`config.mk`:
```
export PLATFORM = sky130hd
export DESIGN_NAME = sld_driver
export DESIGN_NICKNAME = d
export VERILOG_FILES = /design/src/rtl/sld_pkg.sv /design/src/rtl/sld_driver.sv
export SDC_FILE = /design/constraint.sdc
export NUM_CORES = 1
export LEC_CHECK = 0
export BUFFER_PORTS_ARGS = -buffer_cell sky130_fd_sc_hd__buf_2
export CORE_MARGIN = 2
export CORE_UTILIZATION = 45
export DETAILED_ROUTE_END_ITERATION = 10
export SLEW_MARGIN = 20
export SYNTH_ARGS = -nofsm -noshare
export SYNTH_HDL_FRONTEND = slang
export SYNTH_SLANG_ARGS = --single-unit
```
`constraint.sdc`:
```
create_clock -name sys_clk -period 1.69 [get_ports sys_clk]
set_input_delay 0.169 -clock sys_clk [delete_from_list [all_inputs] [get_ports sys_clk]]
set_output_delay 0.169 -clock sys_clk [all_outputs]
set_load 0.05 [all_outputs]
```
`src/rtl/sld_pkg.sv`:
```
// Package: constants, states and carriers of the serial LED sink driver
`default_nettype none
package sld_pkg;

   // Default geometry
   localparam int CHANNELS_DEF   = 16;
   localparam int FIFO_DEPTH_DEF = 8;

   // Values after reset
   localparam logic       SYNC_RST = 1'b0;
   localparam logic       SOUT_RST = 1'b0;
   localparam logic [3:0] CNT_RST  = 4'h0;

   // Shift clock limit of the controller (cascade), in Hz
   localparam int SHIFT_CLK_MAX_HZ = 20_000_000;

   // System clock rate and period
   localparam int SYS_CLK_HZ    = 50_000_000;
   localparam int SYS_PERIOD_NS = 20;

   // Least blank-low pulse the controller keeps, in ns
   localparam int BLANK_LOW_HI_NS = 2000;
   localparam int BLANK_LOW_LO_NS = 3000;
   localparam int BLANK_LOW_HI_CYC = (BLANK_LOW_HI_NS + SYS_PERIOD_NS - 1) / SYS_PERIOD_NS;
   localparam int BLANK_LOW_LO_CYC = (BLANK_LOW_LO_NS + SYS_PERIOD_NS - 1) / SYS_PERIOD_NS;

   // Shift engine states, one-hot
   typedef enum logic [1:0]
   {
      ST_IDLE  = 2'b01,
      ST_SHIFT = 2'b10
   } sld_state_e;

   // Pin levels as sampled from the controller
   typedef struct packed
   {
      logic serial_in;
      logic shift_clk;
      logic load_strobe;
      logic blank;
   } sld_pins_s;

   localparam sld_pins_s PINS_RST = '{default: 1'b0};

endpackage
`default_nettype wire

```
`src/rtl/sld_driver.sv`:
```
// Serial-in parallel-out LED sink driver with sampled pins and bit FIFO
`default_nettype none

// FIFO of flip-flops, WIDTH by DEPTH, valid and ready on both sides
module sld_fifo
#(
   parameter int WIDTH = 1,
   parameter int DEPTH = sld_pkg::FIFO_DEPTH_DEF
)
(
   input  wire logic             sys_clk,
   input  wire logic             reset_n,
   input  wire logic             clk_en,
   input  wire logic             in_valid,
   output logic                  in_ready,
   input  wire logic [WIDTH-1:0] in_data,
   output logic                  out_valid,
   input  wire logic             out_ready,
   output logic      [WIDTH-1:0] out_data
);
   localparam int AW = (DEPTH > 1) ? $clog2(DEPTH) : 1;

   // Refuse shapes the pointer logic cannot serve
   if (WIDTH < 1 || DEPTH < 2 || (DEPTH & (DEPTH - 1)) != 0)
   begin : g_bad
      $error("sld_fifo: WIDTH >= 1 and DEPTH a power of two >= 2 needed");
   end

   logic [WIDTH-1:0] mem      [DEPTH];
   logic [WIDTH-1:0] next_mem [DEPTH];
   logic [AW:0]      wr_ptr;
   logic [AW:0]      rd_ptr;
   logic [AW:0]      next_wr_ptr;
   logic [AW:0]      next_rd_ptr;
   logic             push;
   logic             pop;

   // Full when pointers differ only in the wrap bit
   assign in_ready  = !((wr_ptr[AW] != rd_ptr[AW]) && (wr_ptr[AW-1:0] == rd_ptr[AW-1:0]));
   assign out_valid = (wr_ptr != rd_ptr);
   assign out_data  = mem[rd_ptr[AW-1:0]];
   assign push      = in_valid && in_ready;
   assign pop       = out_valid && out_ready;

   // Next storage and pointers
   always_comb
   begin
      next_mem    = mem;
      next_wr_ptr = wr_ptr;
      next_rd_ptr = rd_ptr;
      if (push)
      begin
         next_mem[wr_ptr[AW-1:0]] = in_data;
         next_wr_ptr              = wr_ptr + 1'b1;
      end
      if (pop)
      begin
         next_rd_ptr = rd_ptr + 1'b1;
      end
   end

   // Register storage and pointers
   always_ff @(posedge sys_clk)
   begin
      if (!reset_n)
      begin
         wr_ptr <= '0;
         rd_ptr <= '0;
         mem    <= '{default: '0};
      end
      else if (clk_en)
      begin
         wr_ptr <= next_wr_ptr;
         rd_ptr <= next_rd_ptr;
         mem    <= next_mem;
      end
   end
endmodule

module sld_driver
#(
   parameter int CHANNELS   = sld_pkg::CHANNELS_DEF,
   parameter int FIFO_DEPTH = sld_pkg::FIFO_DEPTH_DEF
)
(
   input  wire logic                sys_clk,
   input  wire logic                reset_n,
   input  wire logic                clk_en,
   input  wire logic                serial_in,
   input  wire logic                shift_clk,
   input  wire logic                load_strobe,
   input  wire logic                blank,
   output logic      [CHANNELS-1:0] sink_outputs,
   output logic                     serial_out,
   output logic                     capture_ready,
   output logic                     capture_overrun
);
   // Refuse a register too short to shift through
   if (CHANNELS < 2)
   begin : g_bad
      $error("sld_driver: CHANNELS must be at least 2");
   end

   // Refuse a queue depth the pointer logic cannot serve
   if (FIFO_DEPTH < 2 || (FIFO_DEPTH & (FIFO_DEPTH - 1)) != 0)
   begin : g_bad_depth
      $error("sld_driver: FIFO_DEPTH must be a power of two, at least 2");
   end

   // Rising edge of a sampled level
   function automatic logic sld_rise(input logic prev, input logic cur);
      return cur && !prev;
   endfunction

   // Next shift register: newest bit at stage 0
   function automatic logic [CHANNELS-1:0] sld_shift(input logic [CHANNELS-1:0] sr,
                                                     input logic bit_in);
      return {sr[CHANNELS-2:0], bit_in};
   endfunction

   sld_pkg::sld_pins_s  pins_in;
   sld_pkg::sld_pins_s  pins_meta;
   sld_pkg::sld_pins_s  pins_sync;
   logic                clk_prev;
   logic                next_clk_prev;
   logic                edge_seen;

   logic                fifo_in_ready;
   logic                fifo_out_valid;
   logic                fifo_out_ready;
   logic [0:0]          fifo_out_data;

   sld_pkg::sld_state_e state;
   sld_pkg::sld_state_e next_state;
   logic                held_bit;
   logic                next_held_bit;
   logic [CHANNELS-1:0] shift_reg;
   logic [CHANNELS-1:0] next_shift_reg;

   logic [CHANNELS-1:0] latch_q;
   logic [CHANNELS-1:0] next_latch_q;
   logic [CHANNELS-1:0] next_sink_outputs;
   logic                next_serial_out;
   logic                next_capture_ready;
   logic                next_capture_overrun;

   assign pins_in = '{serial_in: serial_in, shift_clk: shift_clk,
                      load_strobe: load_strobe, blank: blank};

   // Two-stage synchronisers for every controller pin
   // Logic reads only the second stage; the first may go metastable
   always_ff @(posedge sys_clk)
   begin
      if (!reset_n)
      begin
         pins_meta <= sld_pkg::PINS_RST;
         pins_sync <= sld_pkg::PINS_RST;
      end
      else if (clk_en)
      begin
         pins_meta <= pins_in;
         pins_sync <= pins_meta;
      end
   end

   // Edge detector on the synchronised shift clock
   // Reset level equals the idle low clock, so no false edge follows reset
   always_comb
   begin
      next_clk_prev = pins_sync.shift_clk;
      edge_seen     = sld_rise(clk_prev, pins_sync.shift_clk);
   end

   // Register the previous shift clock level
   always_ff @(posedge sys_clk)
   begin
      if (!reset_n)
      begin
         clk_prev <= sld_pkg::SYNC_RST;
      end
      else if (clk_en)
      begin
         clk_prev <= next_clk_prev;
      end
   end

   // Captured bits queue up in order of their shift clock edges
   // Depth only bridges bursts; the engine drains one bit every two cycles
   sld_fifo
   #(
      .WIDTH (1),
      .DEPTH (FIFO_DEPTH)
   )
   u_fifo
   (
      .sys_clk   (sys_clk),
      .reset_n   (reset_n),
      .clk_en    (clk_en),
      .in_valid  (edge_seen),
      .in_ready  (fifo_in_ready),
      .in_data   (pins_sync.serial_in),
      .out_valid (fifo_out_valid),
      .out_ready (fifo_out_ready),
      .out_data  (fifo_out_data)
   );

   // Shift engine: pop one bit, then commit it to the register
   always_comb
   begin
      next_state     = state;
      next_held_bit  = held_bit;
      next_shift_reg = shift_reg;
      fifo_out_ready = 1'b0;
      case (state)
         sld_pkg::ST_IDLE:
         begin
            if (fifo_out_valid)
            begin
               fifo_out_ready = 1'b1;
               next_held_bit  = fifo_out_data[0];
               next_state     = sld_pkg::ST_SHIFT;
            end
         end
         sld_pkg::ST_SHIFT:
         begin
            next_shift_reg = sld_shift(shift_reg, held_bit);
            next_state     = sld_pkg::ST_IDLE;
         end
         default:
         begin
            next_state = sld_pkg::ST_IDLE;
         end
      endcase
   end

   // Register the shift engine
   always_ff @(posedge sys_clk)
   begin
      if (!reset_n)
      begin
         state     <= sld_pkg::ST_IDLE;
         held_bit  <= sld_pkg::SOUT_RST;
         shift_reg <= '0;
      end
      else if (clk_en)
      begin
         state     <= next_state;
         held_bit  <= next_held_bit;
         shift_reg <= next_shift_reg;
      end
   end

   // Level latch, output gating and serial cascade output
   always_comb
   begin
      next_latch_q = latch_q;
      if (pins_sync.load_strobe)
      begin
         next_latch_q = shift_reg;
      end
      // Strobe low keeps the latch as is
      next_sink_outputs    = pins_sync.blank ? '0 : latch_q;
      next_serial_out      = shift_reg[CHANNELS-1];
      next_capture_ready   = fifo_in_ready;
      // Legal pin rates never fill the queue; a set flag means a too-fast controller
      next_capture_overrun = capture_overrun || (edge_seen && !fifo_in_ready);
   end

   // Register latch and outputs; every top output comes from here
   always_ff @(posedge sys_clk)
   begin
      if (!reset_n)
      begin
         latch_q         <= '0;
         sink_outputs    <= '0;
         serial_out      <= sld_pkg::SOUT_RST;
         capture_ready   <= 1'b0;
         capture_overrun <= 1'b0;
      end
      else if (clk_en)
      begin
         latch_q         <= next_latch_q;
         sink_outputs    <= next_sink_outputs;
         serial_out      <= next_serial_out;
         capture_ready   <= next_capture_ready;
         capture_overrun <= next_capture_overrun;
      end
   end
endmodule
`default_nettype wire

```
Yosys cells after proc, flatten, opt, wreduce, memory -nomap -nowiden
Index checks and enable logic that the tools add are counted.
{"block": "op_classes", "add_sub_neg": 2, "muxes": 11, "n_eq_ne": 6, "reduce_logical": 15, "bitwise_logic": 2, "n_lt_le_gt_ge": 3}
{"cell": "16-bit 2-to-1 mux", "n": 1}
{"cell": "2-bit AND reduction", "n": 5}
{"cell": "4-bit by 1-bit adder with 4-bit output, second input constant", "n": 2}
{"cell": "8-bit bitwise mux", "n": 1}
{"cell": "4-bit greater-or-equal comparator, second input constant", "n": 2}
{"cell": "3-bit NOT with 4-bit output", "n": 2}
{"cell": "1-bit logical AND", "n": 6}
{"cell": "1-bit 2-to-1 mux", "n": 5}
{"cell": "4-bit by 1-bit < comparator with 1-bit output, second input constant", "n": 1}
{"cell": "2-bit 2-to-1 mux", "n": 2}
{"cell": "4-bit inequality test", "n": 1}
{"cell": "1-bit binary-select mux with 3-bit select", "n": 1}
{"cell": "1-bit demux with 3-bit select", "n": 1}
{"cell": "3-bit == test", "n": 1}
{"cell": "3-bit AND reduction", "n": 1}
{"cell": "2-bit by 1-bit == test with 1-bit output, second input constant", "n": 1}
{"cell": "2-bit == test, second input constant", "n": 1}
{"cell": "1-bit zero test", "n": 2}
{"cell": "2-bit by 1-bit inequality test with 1-bit output, second input constant", "n": 1}
{"cell": "1-bit logical OR", "n": 1}
{"cell": "1-bit inequality test", "n": 1}
{"block": "word_totals", "output_inout_bits": 19, "regBits": 79, "in_bits": 7}

Logic depth before layout (Yosys ltp)
{"block": "depth", "depth_word": 6, "depth_mapped": 6, "depth_no_buf": 4}

Cells and area by module
A second synthesis with hierarchy kept.
{"block": "unflattened", "hier_cells": 348, "hier_area_um2": 3378.2}
{"module": "sld_driver", "area_per_inst_um2": 2482.4, "instances": 1, "cells_per_inst": 250, "seq_area_each_um2": 1261.2}
{"module": "sld_fifo", "area_per_inst_um2": 895.9, "instances": 1, "cells_per_inst": 98, "seq_area_each_um2": 320.3}

Least setup slack after synthesis
OpenSTA, ideal clock, no wires.
{"block": "synth_path", "kind": "register to register", "start": "reg u_fifo.rd_ptr[1]", "end": "reg u_fifo.mem[1] (netlist bit)", "synth_period_minus_slack_ns": 1.527, "setup_slack_ns": 0.163, "t_arrival_ns": 1.400, "stages_incl_launch_ff": 7, "setup_time_ns": 0.127, "n_path_buf": 2, "cell_sequence": "dfxtp_1 > buf_6 > xor2_2 > nor4_4 > buf_6 > nor4_2 > mux2i_1"}
{"block": "synth_between", "elab_chain_cells": 5}
{"element": "start: declaration", "line": "sld_driver.sv:32", "rtl": "logic [AW:0] rd_ptr;"}
{"element": "start signal: assignment", "line": "sld_driver.sv:74", "rtl": "rd_ptr <= next_rd_ptr;"}
{"element": "3-bit == test", "line": "sld_driver.sv:39", "rtl": "assign in_ready = !((wr_ptr[AW] != rd_ptr[AW]) && (wr_ptr[AW-1:0] == rd_ptr[AW-1:0]));"}
{"element": "1-bit logical AND", "line": "sld_driver.sv:39"}
{"element": "1-bit zero test", "line": "sld_driver.sv:39"}
{"element": "1-bit logical AND", "line": "sld_driver.sv:42", "rtl": "assign push = in_valid && in_ready;"}
{"element": "2-bit AND reduction (no line)"}
{"element": "end signal: assignment", "line": "sld_driver.sv:75", "rtl": "mem <= next_mem;"}
{"element": "end: declaration", "line": "sld_driver.sv:29", "rtl": "logic [WIDTH-1:0] mem [DEPTH];"}
Every way passes these cells.
A chain may end at the register's enable or synchronous reset.

Worst setup path in the final report
{"block": "layout_path", "start": "reg u_fifo.rd_ptr[0]", "end": "reg u_fifo.mem[0] (netlist bit)"}
The elaborated chain is that of the path after synthesis.

==> flow_summary_export.csv <==
group,metric,value,unit
setup_path,cpPeakStageDelay,380,ps
cts,clk_pin_slew,90,ps
floorplanning,rows,30,
layout,finalNonFillerCells,486,
setup_path,crit_family,"simple AND/OR/NAND/NOR gates",
timing,tightest_slew,525,ps
synthesis,synth_top_family_by_area,"simple AND/OR/NAND/NOR gates",
layout,drive_gt1_share,17.7,%
synthesis,synth_simple_gate_area_share,25.4,%
cts,worstSkewPairLatency,350,ps
min_path,hold_class,"input port to flip-flop",
route,first_pass_iters,4,
timing,period_share,91.4,%
synthesis,synth_cell_type_count,38,
pwr,p_switching,0.000808,W
pwr,power.share.sequential,54.4,%
floorplanning,die_y,88.6,um
placement,routabilityCongestion,0.814,
synthesis,synth_cells,360,
setup_path,rr_startpoint,"u_fifo.rd_ptr[0]$_SDFFE_PN0P_",
synthesis,ys_seq_area_share,49.2,%
timing,fmax,648,MHz
timing,min_period,1540,ps
setup_path,crit_required,1970,ps
run_status,outcome,"finished clean",
setup_path,crit_path_end_kind,"flip-flop",
layout,final_area,3680,um^2
timing,rsz0062_at_grt,"false",
placement,place.detailed.instances,470,
cts,numClockSinks,79,
cts,hold_buffers,0,
pwr,swShare,23.3,%
cts,tritoncts,"built",
pwr,clkPwrFrac,41.6,%
floorplanning,die_w,88.6,um
timing,hold_ws,47.6,ps
placement,dpl_cell_area,3470,um^2
synthesis,syn-num-nets,369,
setup_path,critPathLaunch,"u_fifo.rd_ptr[0]$_SDFFE_PN0P_",
route,routed_via_density,4.84,
synthesis,synth_seq_cells,79,
pwr,ir_worst_vdd,0.000441,V
synthesis,yosys_warnings,0,
grt,grt_pass1_vias,2222,
synthesis,synth_mux_area_share,8.48,%
cts,htree_levels,3,
synthesis,syn_area,3220,um^2
cts,cts-root-buf,"clkbuf_8",
grt,grt_pass1_wl,10.0,mm
pwr,powerDensity,940,nW/um^2
synthesis,yosys.area_share.xor_xnor,1.79,%
synthesis,synth.avg_cell_area,8.94,um^2
timing,slew_headroom,64.9,%
setup_path,cp_max_fo,17,
grt,antenna_found_initial,0,
grt,grt_max_degree,38,
route,drc,0,
pwr,internal_power,0.00265,W
timing,setup_viol,0,
synthesis,synth_compound_area_share,10.4,%
setup_path,cp-endpoint,"u_fifo.mem[0]$_SDFFE_PN0P_",
synthesis,synthAdderAreaFrac,0.778,%
grt,grt_usage,16.1,%
layout,finalNetCount,394,
floorplanning,die-area,7840,um^2
placement,dp_hpwl,3.83,mm
setup_path,slowest_stage,"dfxtp_1",
setup_path,reg2reg_depth,5,
cts,post_cts_buffers,0,
grt,grt_overflow_total,0,
setup_path,worst_setup_path_start_kind,"flip-flop",
placement,io_buffers,25,
setup_path,rr_endpoint,"u_fifo.mem[0]$_SDFFE_PN0P_",
run,max_cap_viol_count,0,
route,dr_total_vias,2352,
timing,slew_violations,0,
route,post_drt_wl_per_cell,11.8,um
route,finalWirelength,5.73,mm
route,drtAntennaViolNets,0,
timing,worst_clock_skew,12.1,ps
cts,numCtsBuffers,9,
floorplanning,io_pins,26,
pwr,combPwrFrac,3.9,%
setup_path,crit_buf_inv,1,
route,first_iter_violations,92,
cts,clockBufferDepth,2,
layout,antenna_cells,0,
layout,syn_to_final_growth,14.4,%
setup_path,worstPathArrival,1820,ps
timing,hold_viol_final,0,
setup_path,crit_chain,"xor2_2 -> nor4_4 -> buf_12 -> nor4b_2 -> mux2i_1",
floorplanning,core_area,6870,um^2
setup_path,critPathKind,"flip-flop to flip-flop",
timing,fin_tns_setup,0,ps
setup_path,r2r_slack,150,ps
setup_path,cp_num_cells,5,
floorplanning,start_util,46.8,%
pwr,p_leak,1.29,nW
==> how the worst min path moves through the flow <==
stage | slack, ps | to | depth (start not counted) | from
floorplan | 320 | pins_meta[0]$_SDFFE_PN0P_ | 2 | blank
global placement | 400 | pins_meta[0]$_SDFFE_PN0P_ | 3 | blank
detailed placement | 410 | pins_meta[3]$_SDFFE_PN0P_ | 3 | serial_in
CTS | 40 | pins_meta[1]$_SDFFE_PN0P_ | 3 | load_strobe
global route | 70 | pins_meta[0]$_SDFFE_PN0P_ | 3 | blank
finish | 50 | pins_meta[1]$_SDFFE_PN0P_ | 3 | load_strobe
==> power groups by stage <==
stage                     clock, W  combinational [W]  sequential (W)
final                      0.00144           0.000135         0.00188
after global routing       0.00155           0.000150         0.00189
after CTS                  0.00148           0.000137         0.00188
after detailed placement         0           0.000137         0.00193
after global placement           0           0.000136         0.00193
after floorplan                  0          0.0000960         0.00193
==> placed cells by master (no fill, tap or decap), drive strengths merged, types with 3 or more instances in the layout <==
cell type  instances
nor4               4
nand3b            18
dfxtp             79
buf               39
mux2i             25
xor2               3
inv                6
a21oi             51
nand2b            19
nand2             85
clkbuf            10
nor2              16
nor4b              5
==> metrics by stage <==
stage / total power [W] / setup WS [ps] / util [%]
floorplan: 0.00203 / 163 / -
global placement: 0.00206 / 127 / 50.5
detailed placement: 0.00207 / 75.9 / 50.5
CTS: 0.00350 / 56.2 / 53.5
global route: 0.00359 / 14.6 / 53.6
finish: 0.00346 / 146 / 53.6
==> cell families after synthesis <==
group | Yosys count
buffers and inverters | 29
muxes | 26
adders and majority gates | 2
AOI/OAI and AO/OA | 62
DFF | 79
and+or+nand+nor | 158
xor gates and xnor gates | 4
==> cell type report <==
class	instances	area, um^2
inverters	4	15.0
fillers	672	3190
flip-flops and latches	79	1580
multi-input cells	252	1520
clock buffers	10	138
clock inverters	6	67.6
repair buffers	39	243
well taps	96	120
==> timing repair <==
item | CTS | global route
hold endpoints to repair | 0 | 0
resized for setup | 0 | 2
setup endpoints to repair | 0 | 2
==> synthesized netlist by cell type (all sizes together) <==
| cell type | count | area share, % |
|---|---|---|
| o21a | 1 | 0.23 |
| o211ai | 2 | 0.47 |
| buf | 5 | 1.2 |
| nor3 | 1 | 0.16 |
| ha | 2 | 0.78 |
| or2b | 2 | 0.47 |
| or3 | 1 | 0.19 |
| o31ai | 2 | 0.47 |
| a211oi | 1 | 0.23 |
| or4 | 1 | 0.23 |
| a31oi | 1 | 0.19 |
| inv | 4 | 0.47 |
| clkbuf | 20 | 2.3 |
| mux4 | 1 | 0.70 |
| o21ai | 2 | 0.31 |
| nand2 | 85 | 9.9 |
| nor4b | 5 | 1.9 |
| or2 | 1 | 0.19 |
| nor3b | 1 | 0.23 |
| xor2 | 3 | 1.5 |
| mux2i | 25 | 7.8 |
| o311ai | 1 | 0.27 |
| nand3b | 18 | 4.2 |
| xnor2 | 1 | 0.27 |
| o41ai | 1 | 0.27 |
| nand2b | 19 | 3.7 |
| and2 | 1 | 0.19 |
| nor2b | 1 | 0.19 |
| a21oi | 51 | 7.9 |
| nor2 | 16 | 1.9 |
| nor4 | 4 | 1.6 |
| nand3 | 2 | 0.31 |
| dfxtp | 79 | 49 |
==> per-layer routing <==
metal,up-vias,global-route usage (%),share of wire (%)
met5,-,0,0
met3,9,2.80,2.5
met4,0,7.02,1.8
li1,1255,-,-
met2,31,26.9,46
met1,1057,20.6,50
==> worst min-delay path, delay by kind of cell <==
kind,cells,cell delay [ps]
multiplexers,1,60
AND/OR/NAND/NOR,1,70
buffers and inverters,1,70
(Power assumes the default switching activity.)
